==> src/rtl/ssf_defs.svh <==
`ifndef SSF_DEFS_SVH
`define SSF_DEFS_SVH

// ****************************************************************
// Register offsets (byte addresses, one word each)
// ****************************************************************
`define SSF_ADDR_W        8
`define SSF_OFF_CTRL      8'h00
`define SSF_OFF_STATUS    8'h04
`define SSF_OFF_DATA      8'h08
`define SSF_OFF_IRQ_STAT  8'h0C
`define SSF_OFF_IRQ_MASK  8'h10

// ****************************************************************
// Control register fields
// ****************************************************************
`define SSF_CTRL_W        3
`define SSF_CTRL_ON       0
`define SSF_CTRL_ENH      1
`define SSF_CTRL_FRAMED   2
`define SSF_CTRL_RESET    3'h0

// ****************************************************************
// Status register fields
// ****************************************************************
`define SSF_ST_RXCNT_HI   28
`define SSF_ST_RXCNT_LO   24
`define SSF_ST_TXCNT_HI   20
`define SSF_ST_TXCNT_LO   16
`define SSF_ST_ACTIVE     11
`define SSF_ST_UNDERRUN   8
`define SSF_ST_SH_EMPTY   7
`define SSF_ST_RX_OVF     6
`define SSF_ST_RX_EMPTY   5
`define SSF_ST_TX_EMPTY   3
`define SSF_ST_TX_FULL    1
`define SSF_ST_RX_FULL    0
`define SSF_ST_RESET      32'h0000_0008
`define SSF_ST_RSVD_MASK  32'hE0E0_F614
`define SSF_CNT_W         5

// ****************************************************************
// Interrupt status / mask fields
// ****************************************************************
`define SSF_IRQ_W         4
`define SSF_IRQ_RX_WORD   0
`define SSF_IRQ_TX_EMPTY  1
`define SSF_IRQ_RX_OVF    2
`define SSF_IRQ_UNDERRUN  3
`define SSF_IRQ_RESET     4'h0

// ****************************************************************
// Sizes
// ****************************************************************
`define SSF_WORD_W        8
`define SSF_FIFO_DEPTH    16

`endif

==> src/rtl/ssf_pkg.sv <==
package ssf_pkg;

	// Shift register occupancy
	typedef enum logic {
		SSF_EMPTY,
		SSF_LOADED
	} ssf_shift_e;

	typedef logic [31:0] ssf_word_t;

endpackage : ssf_pkg

==> src/rtl/ssf_fifo_if.sv <==
`timescale 1ns/1ps

// ****************************************************************
// Buffer port between the port logic and one element store
// ****************************************************************
interface ssf_fifo_if #(
	parameter int W     = 8,
	parameter int DEPTH = 16
);
	localparam int AW = $clog2(DEPTH);

	logic         push;
	logic [W-1:0] wdata;
	logic         pop;
	logic         flush;
	logic         enh;
	logic [W-1:0] rdata;
	logic [AW:0]  count;
	logic         empty;
	logic         full;

	modport user  (output push, wdata, pop, flush, enh, input rdata, count, empty, full);
	modport store (input push, wdata, pop, flush, enh, output rdata, count, empty, full);
endinterface : ssf_fifo_if

==> src/rtl/ssf_fifo.sv <==
`timescale 1ns/1ps

// ****************************************************************
// Element store: full depth when enhanced, else a single word
// ****************************************************************
module ssf_fifo #(
	parameter int W     = 8,
	parameter int DEPTH = 16
) (
	input wire logic    mclk,
	input wire logic    rst_n,
	ssf_fifo_if.store   port
);
	localparam int AW = $clog2(DEPTH);
	localparam logic [AW:0] CAP_FULL = (AW+1)'(DEPTH);
	localparam logic [AW:0] CAP_ONE  = (AW+1)'(1);

	logic [W-1:0] mem [DEPTH];
	logic [AW:0]  wptr_reg;
	logic [AW:0]  rptr_reg;

	// Extra pointer bit tells full from empty
	wire [AW:0] count_w = wptr_reg - rptr_reg;
	wire [AW:0] cap_w   = port.enh ? CAP_FULL : CAP_ONE;
	wire        empty_w = (wptr_reg == rptr_reg);
	wire        full_w  = (count_w >= cap_w);
	wire        push_ok = port.push && !full_w;
	wire        pop_ok  = port.pop && !empty_w;

	assign port.count = count_w;
	assign port.empty = empty_w;
	assign port.full  = full_w;
	assign port.rdata = mem[rptr_reg[AW-1:0]];

	// Pointers; a flush drops every held word at once
	always_ff @(posedge mclk or negedge rst_n) begin
		if (!rst_n) begin
			wptr_reg <= '0;
			rptr_reg <= '0;
		end else if (port.flush) begin
			wptr_reg <= '0;
			rptr_reg <= '0;
		end else begin
			if (push_ok)
				wptr_reg <= wptr_reg + CAP_ONE;
			if (pop_ok)
				rptr_reg <= rptr_reg + CAP_ONE;
		end
	end

	// Storage needs no reset
	always_ff @(posedge mclk) begin
		if (push_ok && !port.flush)
			mem[wptr_reg[AW-1:0]] <= port.wdata;
	end
endmodule : ssf_fifo

==> src/rtl/ssf_top.sv <==
// The implementer's own choices: strobed register access and the placing of the registers.
`timescale 1ns/1ps
`include "ssf_defs.svh"

// Functional notes
// - Receive element count at bits 28-24, enhanced only
// - Transmit element count at bits 20-16, enhanced only
// - Bit 11 high while port is busy
// - Bit 8 flags transmit underrun in framed mode
// - Underrun clears only by switching port off
// - Bit 7 shows empty shift register, enhanced
// - Word arriving into full buffer: dropped, bit 6
// - Overflow set by hardware, cleared writing zero
// - Bit 5 high when receive pointers are equal, enhanced only
// - Transmit empty sets when the last held word enters shifter
// - Transmit empty clears on data buffer write while port is on
// - Unused status bits always read zero
module ssf_top #(
	parameter int WORD_W = `SSF_WORD_W,
	parameter int DEPTH  = `SSF_FIFO_DEPTH
) (
	input  wire logic                   mclk,
	input  wire logic                   arst_n,
	input  wire logic [`SSF_ADDR_W-1:0] addr,
	input  wire logic [31:0]            wr_data,
	input  wire logic                   wr_en,
	input  wire logic                   rd_en,
	output logic      [31:0]            rd_data,
	input  wire logic                   sck,
	input  wire logic                   ss_n,
	input  wire logic                   sdi,
	output logic                        sdo,
	output logic                        sdo_oe,
	output logic                        irq
);
	localparam int CW = `SSF_CNT_W;
	localparam int BW = $clog2(WORD_W);
	localparam logic [BW-1:0] LAST_BIT = BW'(WORD_W - 1);
	localparam logic [BW-1:0] BIT_ONE  = BW'(1);

	// ****************************************************************
	// Reset release
	// ****************************************************************
	logic [1:0] rst_sync_reg;
	wire        rst_n = rst_sync_reg[1];

	// Assert at once, release on the clock
	always_ff @(posedge mclk or negedge arst_n) begin
		if (!arst_n)
			rst_sync_reg <= 2'h0;
		else
			rst_sync_reg <= {rst_sync_reg[0], 1'h1};
	end

	// ****************************************************************
	// Link pin synchronisers, bit order {sck, ss_n, sdi}
	// ****************************************************************
	logic [2:0] link_s1_reg;
	logic [2:0] link_s2_reg;
	logic       sck_s3_reg;

	// Third sck stage feeds only the edge finder
	always_ff @(posedge mclk or negedge rst_n) begin
		if (!rst_n) begin
			link_s1_reg <= 3'h2;
			link_s2_reg <= 3'h2;
			sck_s3_reg  <= 1'h0;
		end else begin
			link_s1_reg <= {sck, ss_n, sdi};
			link_s2_reg <= link_s1_reg;
			sck_s3_reg  <= link_s2_reg[2];
		end
	end

	// ****************************************************************
	// Registers and buffers
	// ****************************************************************
	logic [`SSF_CTRL_W-1:0] ctrl_reg;
	logic [`SSF_IRQ_W-1:0]  irq_stat_reg;
	logic [`SSF_IRQ_W-1:0]  irq_mask_reg;
	logic                   underrun_reg;
	logic                   rx_ovf_reg;
	logic                   tbe_prev_reg;
	ssf_pkg::ssf_shift_e    shift_st_reg;
	logic [WORD_W-1:0]      tx_sh_reg;
	logic [WORD_W-1:0]      rx_sh_reg;
	logic [BW-1:0]          bit_cnt_reg;
	ssf_pkg::ssf_word_t     status_w;

	ssf_fifo_if #(.W(WORD_W), .DEPTH(DEPTH)) rx_if ();
	ssf_fifo_if #(.W(WORD_W), .DEPTH(DEPTH)) tx_if ();

	ssf_fifo #(.W(WORD_W), .DEPTH(DEPTH)) u_rx_fifo (
		.mclk  (mclk),
		.rst_n (rst_n),
		.port  (rx_if.store)
	);

	ssf_fifo #(.W(WORD_W), .DEPTH(DEPTH)) u_tx_fifo (
		.mclk  (mclk),
		.rst_n (rst_n),
		.port  (tx_if.store)
	);

	// ****************************************************************
	// Decodes
	// ****************************************************************
	wire on_w        = ctrl_reg[`SSF_CTRL_ON];
	wire enh_w       = ctrl_reg[`SSF_CTRL_ENH];
	wire framed_w    = ctrl_reg[`SSF_CTRL_FRAMED];
	wire sel_w       = on_w && !link_s2_reg[1];
	wire sdi_w       = link_s2_reg[0];
	wire sck_rise_w  = link_s2_reg[2] && !sck_s3_reg;
	wire sck_fall_w  = !link_s2_reg[2] && sck_s3_reg;
	wire sh_empty_w  = (shift_st_reg == ssf_pkg::SSF_EMPTY);
	wire word_end_w  = sel_w && sck_rise_w && (bit_cnt_reg == LAST_BIT);
	wire wr_ctrl_w   = wr_en && (addr == `SSF_OFF_CTRL);
	wire wr_stat_w   = wr_en && (addr == `SSF_OFF_STATUS);
	wire wr_data_w   = wr_en && (addr == `SSF_OFF_DATA);
	wire wr_mask_w   = wr_en && (addr == `SSF_OFF_IRQ_MASK);
	wire rd_data_w   = rd_en && (addr == `SSF_OFF_DATA);
	wire rd_irq_w    = rd_en && (addr == `SSF_OFF_IRQ_STAT);
	// Next word may enter the shifter only between words
	wire load_w      = sel_w && sh_empty_w && (bit_cnt_reg == '0) && !tx_if.empty;
	// Clocking starts a word with nothing to send
	wire under_evt_w = sel_w && sck_rise_w && sh_empty_w && (bit_cnt_reg == '0)
		&& tx_if.empty && framed_w;
	wire ovf_evt_w   = word_end_w && rx_if.full;
	wire ovf_clr_w   = wr_stat_w && !wr_data[`SSF_ST_RX_OVF];
	wire tbe_rise_w  = tx_if.empty && !tbe_prev_reg;
	wire active_w    = sel_w || (bit_cnt_reg != '0);
	wire [CW-1:0] rx_cnt_w = CW'(rx_if.count);
	wire [CW-1:0] tx_cnt_w = CW'(tx_if.count);
	wire [`SSF_IRQ_W-1:0] irq_evt_w = {under_evt_w, ovf_evt_w, tbe_rise_w, word_end_w};

	// Buffer steering; switching off empties both stores
	assign rx_if.push  = word_end_w && !rx_if.full;
	assign rx_if.wdata = {rx_sh_reg[WORD_W-2:0], sdi_w};
	assign rx_if.pop   = rd_data_w;
	assign rx_if.flush = !on_w;
	assign rx_if.enh   = enh_w;
	assign tx_if.push  = wr_data_w;
	assign tx_if.wdata = wr_data[WORD_W-1:0];
	assign tx_if.pop   = load_w;
	assign tx_if.flush = !on_w;
	assign tx_if.enh   = enh_w;

	// ****************************************************************
	// Status word
	// ****************************************************************
	// Every bit not set below stays zero
	always_comb begin
		status_w = '0;
		status_w[`SSF_ST_RXCNT_HI:`SSF_ST_RXCNT_LO] = enh_w ? rx_cnt_w : '0;
		status_w[`SSF_ST_TXCNT_HI:`SSF_ST_TXCNT_LO] = enh_w ? tx_cnt_w : '0;
		status_w[`SSF_ST_ACTIVE]   = active_w;
		status_w[`SSF_ST_UNDERRUN] = underrun_reg;
		status_w[`SSF_ST_SH_EMPTY] = enh_w && sh_empty_w;
		status_w[`SSF_ST_RX_OVF]   = rx_ovf_reg;
		status_w[`SSF_ST_RX_EMPTY] = enh_w && rx_if.empty;
		status_w[`SSF_ST_TX_EMPTY] = tx_if.empty;
		status_w[`SSF_ST_TX_FULL]  = tx_if.full;
		status_w[`SSF_ST_RX_FULL]  = !rx_if.empty;
	end

	// Read selection; unmapped addresses read zero
	wire [31:0] rd_mux_w =
		(addr == `SSF_OFF_CTRL)     ? {29'h0, ctrl_reg} :
		(addr == `SSF_OFF_STATUS)   ? status_w :
		(addr == `SSF_OFF_DATA)     ? 32'(rx_if.rdata) :
		(addr == `SSF_OFF_IRQ_STAT) ? {28'h0, irq_stat_reg} :
		(addr == `SSF_OFF_IRQ_MASK) ? {28'h0, irq_mask_reg} : 32'h0000_0000;

	// ****************************************************************
	// Software registers and flags
	// ****************************************************************
	// Control and mask are plain storage
	always_ff @(posedge mclk or negedge rst_n) begin
		if (!rst_n) begin
			ctrl_reg     <= `SSF_CTRL_RESET;
			irq_mask_reg <= `SSF_IRQ_RESET;
		end else begin
			if (wr_ctrl_w)
				ctrl_reg <= wr_data[`SSF_CTRL_W-1:0];
			if (wr_mask_w)
				irq_mask_reg <= wr_data[`SSF_IRQ_W-1:0];
		end
	end

	// Sticky flags: a same-cycle event beats any clear
	always_ff @(posedge mclk or negedge rst_n) begin
		if (!rst_n) begin
			underrun_reg <= 1'h0;
			rx_ovf_reg   <= 1'h0;
			irq_stat_reg <= `SSF_IRQ_RESET;
			tbe_prev_reg <= 1'h1;
		end else begin
			underrun_reg <= on_w && (underrun_reg || under_evt_w);
			rx_ovf_reg   <= ovf_evt_w || (rx_ovf_reg && !ovf_clr_w);
			irq_stat_reg <= (rd_irq_w ? `SSF_IRQ_RESET : irq_stat_reg) | irq_evt_w;
			tbe_prev_reg <= tx_if.empty;
		end
	end

	// Registered outputs; read data stands for one cycle only
	always_ff @(posedge mclk or negedge rst_n) begin
		if (!rst_n) begin
			rd_data <= 32'h0000_0000;
			irq     <= 1'h0;
		end else begin
			rd_data <= rd_en ? rd_mux_w : 32'h0000_0000;
			irq     <= |(irq_stat_reg & irq_mask_reg);
		end
	end

	// ****************************************************************
	// Serial shifter, clock idle low, sample on rise, MSB first
	// ****************************************************************
	// Loaded word is held until its last bit is sampled
	always_ff @(posedge mclk or negedge rst_n) begin
		if (!rst_n) begin
			shift_st_reg <= ssf_pkg::SSF_EMPTY;
			tx_sh_reg    <= '0;
		end else if (!on_w) begin
			shift_st_reg <= ssf_pkg::SSF_EMPTY;
			tx_sh_reg    <= '0;
		end else begin
			unique case (shift_st_reg)
				ssf_pkg::SSF_EMPTY: begin
					if (load_w) begin
						tx_sh_reg    <= tx_if.rdata;
						shift_st_reg <= ssf_pkg::SSF_LOADED;
					end
				end
				ssf_pkg::SSF_LOADED: begin
					if (word_end_w)
						shift_st_reg <= ssf_pkg::SSF_EMPTY;
					else if (sel_w && sck_fall_w)
						tx_sh_reg <= {tx_sh_reg[WORD_W-2:0], 1'h0};
				end
			endcase
		end
	end

	// Deselect mid-word abandons the partial word
	always_ff @(posedge mclk or negedge rst_n) begin
		if (!rst_n) begin
			bit_cnt_reg <= '0;
			rx_sh_reg   <= '0;
		end else if (!sel_w) begin
			bit_cnt_reg <= '0;
		end else if (sck_rise_w) begin
			bit_cnt_reg <= word_end_w ? '0 : bit_cnt_reg + BIT_ONE;
			rx_sh_reg   <= {rx_sh_reg[WORD_W-2:0], sdi_w};
		end
	end

	// Pin drive; an underrun word shifts out zeros
	always_ff @(posedge mclk or negedge rst_n) begin
		if (!rst_n) begin
			sdo    <= 1'h0;
			sdo_oe <= 1'h0;
		end else begin
			sdo    <= !sh_empty_w && tx_sh_reg[WORD_W-1];
			sdo_oe <= sel_w;
		end
	end
endmodule : ssf_top

==> config.mk <==
export PLATFORM = sky130hd
export DESIGN_NAME = ssf_top
export DESIGN_NICKNAME = d
export VERILOG_FILES = /design/src/rtl/ssf_pkg.sv /design/src/rtl/ssf_fifo_if.sv /design/src/rtl/ssf_fifo.sv /design/src/rtl/ssf_top.sv
export VERILOG_INCLUDE_DIRS = /design/src /design/src/rtl
export SDC_FILE = /design/constraint.sdc
export NUM_CORES = 1
export LEC_CHECK = 0
export BUFFER_PORTS_ARGS = -buffer_cell sky130_fd_sc_hd__buf_2
export CORE_MARGIN = 4
export CORE_UTILIZATION = 40
export CTS_CLUSTER_SIZE = 8
export DETAILED_ROUTE_END_ITERATION = 8
export PLACE_DENSITY = 0.6
export SYNTH_ARGS = -nofsm -noshare
export SYNTH_HDL_FRONTEND = slang
export SYNTH_HIERARCHICAL = 1
export SYNTH_SLANG_ARGS = --single-unit
==> constraint.sdc <==
create_clock -name mclk -period 3.58 [get_ports mclk]
set_input_delay 0.358 -clock mclk [delete_from_list [all_inputs] [get_ports mclk]]
set_output_delay 0.358 -clock mclk [all_outputs]
set_load 0.05 [all_outputs]
==> flow_summary.toml <==
[drt]
vias = 7693
met2WireLength_um = 14400
wl_met3_um = 1630
drt-met1-wl_um = 14200
antenna_left = 0
wl_um = 30900
top_layer_used = "met4"
post-route-drc-count = 0
firstDrtPassIters = 5
post_drt_wl_per_cell_um = 20.9
viasPerCell = 5.21
drt_iter0_markers = 540

[layout]
fill_cells = 2886
final_nets = 1054
seq_area_sq_um = 9820
syn_to_final_growth_pct = 20.8
antenna_cells = 0
utilization = 0.494
drive_above_1_share = 0.303
fin_area_sq_um = 17200
multiInputGateArea_sq_um = 4310

[worst_setup_path]
required_ns = 3.87
crit_end = "u_rx_fifo/mem[7][4]"
reg2regPathDepth = 16
endpoint_kind = "register"
rr_endpoint = "u_rx_fifo/mem[7][4]"
arrival_ns = 3.82
crit_fanout = 8
startpoint = "u_rx_fifo/wptr_reg[0]"
path_class = "register to register"
reg2reg_from = "u_rx_fifo/wptr_reg[0]"
rrSetupSlack_ns = 0.05
critPathLaunchType = "register"

[run]
max_cap_viol_count = 0

[clock_tree]
cts_tree = "done"
clock_sinks = 341
cts_buffers = 49
clk_latency_ns = 0.58
max-clock-path-buffers = 3
clk_pin_slew_worst_paths_ns = 0.06
cts_max_level = 2
cts_root_buf = "clkbuf_16"

[grt]
grt_pass1_wl_um = 48600
grt_max_degree = 62
grt_pass1_vias = 8022
antenna_found_initial = 0
track_usage = 0.164
overflow = 0

[logic_synthesis]
synth_area_leaders = "edfxtp_1 54%, dfrtp_1 14%, mux4_2 11%"
ys_warn_count = 6
netlist_area_sq_um = 14200
async_reset_ff_frac = 0.249
ys_types = 67
ys.flop_type = "edfxtp_1"
ys_seq_area_frac = 0.690
synth.avg_cell_area_sq_um = 16.8
synth.largest_area_cell = "edfxtp_1"
ys_top_cells_by_count = "256 x edfxtp_1, 82 x dfrtp_1, 72 x mux4_2, 57 x nor2_1, 55 x nand2_1"
synth_cells = 847
yosysTopAreaCellShare = 0.540
synth_seq_cells = 341
synth-edff-count = 256
synth.most_common_cell = "edfxtp_1"

[power]
switching_share = 0.208
p_per_area_nw_per_um2 = 513
leakage_nw = 6.23
pwr-share-comb = 0.020
clkPwrFrac = 0.492
ir_drop_mv = 0.360
power_frac_seq = 0.489
switching_power_mw = 1.84
p_int_mw = 6.98

[die]
die_w_um = 197
core_sq_um = 34800
rows = 68
die_h_um = 197
initial_core_util = 0.409
ios = 82
die_area_sq_um = 38700

[timing]
maxSlewViolCount = 0
fmax_mhz = 283
fin_skew_ns = 0.0309
slew_headroom = 0.406
period_minus_slack_ns = 3.53
fin_ws_ns = 0.0482
layout_worst_path_cycle_share = 0.987
fin_tns_setup_ns = 0
worstMarginPinSlew_ns = 0.890
hold_viol = 0
setup_viol = 0
rsz0062_at_grt = "true"

[placement]
place_area_sq_um = 15600
place_congestion = 0.808
port_buffers = 45
dp_hpwl_um = 20200
place_ws_ns = 0.000297

[status]
outcome = "completed"

[worst_hold_path]
hold_class = "input pin to async pin"
## per-layer routing
metal  global-route usage  vias up
li1                     -     3505
met1                0.242     3955
met2                0.248      187
met3               0.0340       46
met4               0.0506        0
met5                    0        -
## kinds of logic (layout without fill, tap and decap cells)
family | Yosys count | after routing | share of synthesized area
AO/OA/AOI/OAI | 57 | 57 | 0.0280
XOR/XNOR | 17 | 17 | 0.0105
adder cells (fa/ha/maj) | 27 | 27 | 0.0248
buffers and inverters | 75 | 238 | 0.0243
flip-flops | 341 | 341 | 0.690
multiplexers | 109 | 109 | 0.144
other | 2 | 13 | 0.000528
AND/OR/NAND/NOR | 219 | 219 | 0.0781
## worst min-delay path by stage
stage	cells past startpoint	slack, ns	end	from
finish	2	0.12	rst_sync_reg[0]	arst_n
global route	2	0.12	rst_sync_reg[1]	arst_n
global placement	1	0.14	rst_sync_reg[0]	arst_n
CTS	2	0.07	rst_sync_reg[1]	arst_n
detailed placement	1	0.15	rst_sync_reg[0]	arst_n
floorplan	0	0.06	rst_sync_reg[0]	arst_n
## power groups by stage
stage                     Clock [mW]  Combinational, mW  Sequential [mW]
after floorplan                    0              0.104             4.38
after global placement             0              0.168             4.38
after detailed placement           0              0.170             4.38
after CTS                       4.46              0.175             4.31
after global routing            4.64              0.190             4.31
final                           4.33              0.173             4.31
## metrics by stage
stage	hold slack (ns)	power (mW)	std cells
2_1_floorplan	0.0624	4.48	858
3_3_place_gp	0.145	4.55	1372
3_5_place_dp	0.146	4.55	1372
4_1_cts	0.0745	8.94	1472
5_1_grt	0.122	9.14	1476
6_report	0.120	8.81	1476
## placed cells by master, fill, tap and decap left out, types with 4 or more instances in the layout
cell type,Yosys,routed
a21oi_1,12,11
a22oi_1,5,5
a31oi_1,9,9
and2_1,14,14
and3_1,8,8
buf_12,0,9
buf_2,9,45
buf_4,12,59
clkbuf_1,23,38
clkbuf_16,0,49
conb_1,2,13
dfrtp_1,82,79
dlygate4sd3_1,0,4
edfxtp_1,256,256
ha_1,25,24
inv_1,23,21
inv_2,2,4
mux2_2,15,15
mux2_4,7,7
mux2i_1,14,14
mux4_2,72,72
nand2_1,55,54
nand2b_1,11,11
nand3_1,10,10
nand4_1,6,6
nand4b_1,5,5
nor2_1,57,51
nor2_2,1,4
nor2b_1,10,10
nor3_1,16,7
nor3_4,0,7
o21ai_0,9,8
or3_1,6,5
xnor2_1,13,13
xor2_1,4,4
## critical path, stage by stage, from the launching register on
cell and delay, ns:
dfrtp_1 0.38, inv_2 0.10, ha_4 0.14, inv_2 0.03
fa_2 0.38, a21oi_2 0.16, nor2_1 0.05, nor2_1 0.15
xnor2_1 0.17, ha_1 0.30, a21oi_2 0.22, o21ai_2 0.10
nor2_2 0.13, nand2_2 0.09, or3_4 0.44, nor3b_4 0.25
buf_12 0.16
## cell type report
class | count | area share
Clock buffer | 87 | 0.0796
Clock inverter | 5 | 0.00611
Inverter | 27 | 0.00597
Multi-Input combinational cell | 442 | 0.251
Sequential cell | 341 | 0.571
Tap cell | 455 | 0.0331
Timing Repair Buffer | 119 | 0.0530
## timing repair
action                                  4_1_cts  5_1_grt
pin swaps                                     3       18
hold buffers                                  4        0
resized for setup                             1       12
endpoints found under the setup margin       40      248
buffers inserted                              4        4
hold endpoints to repair                      5        0
Note: power is estimated with default switching activity, not from simulation.
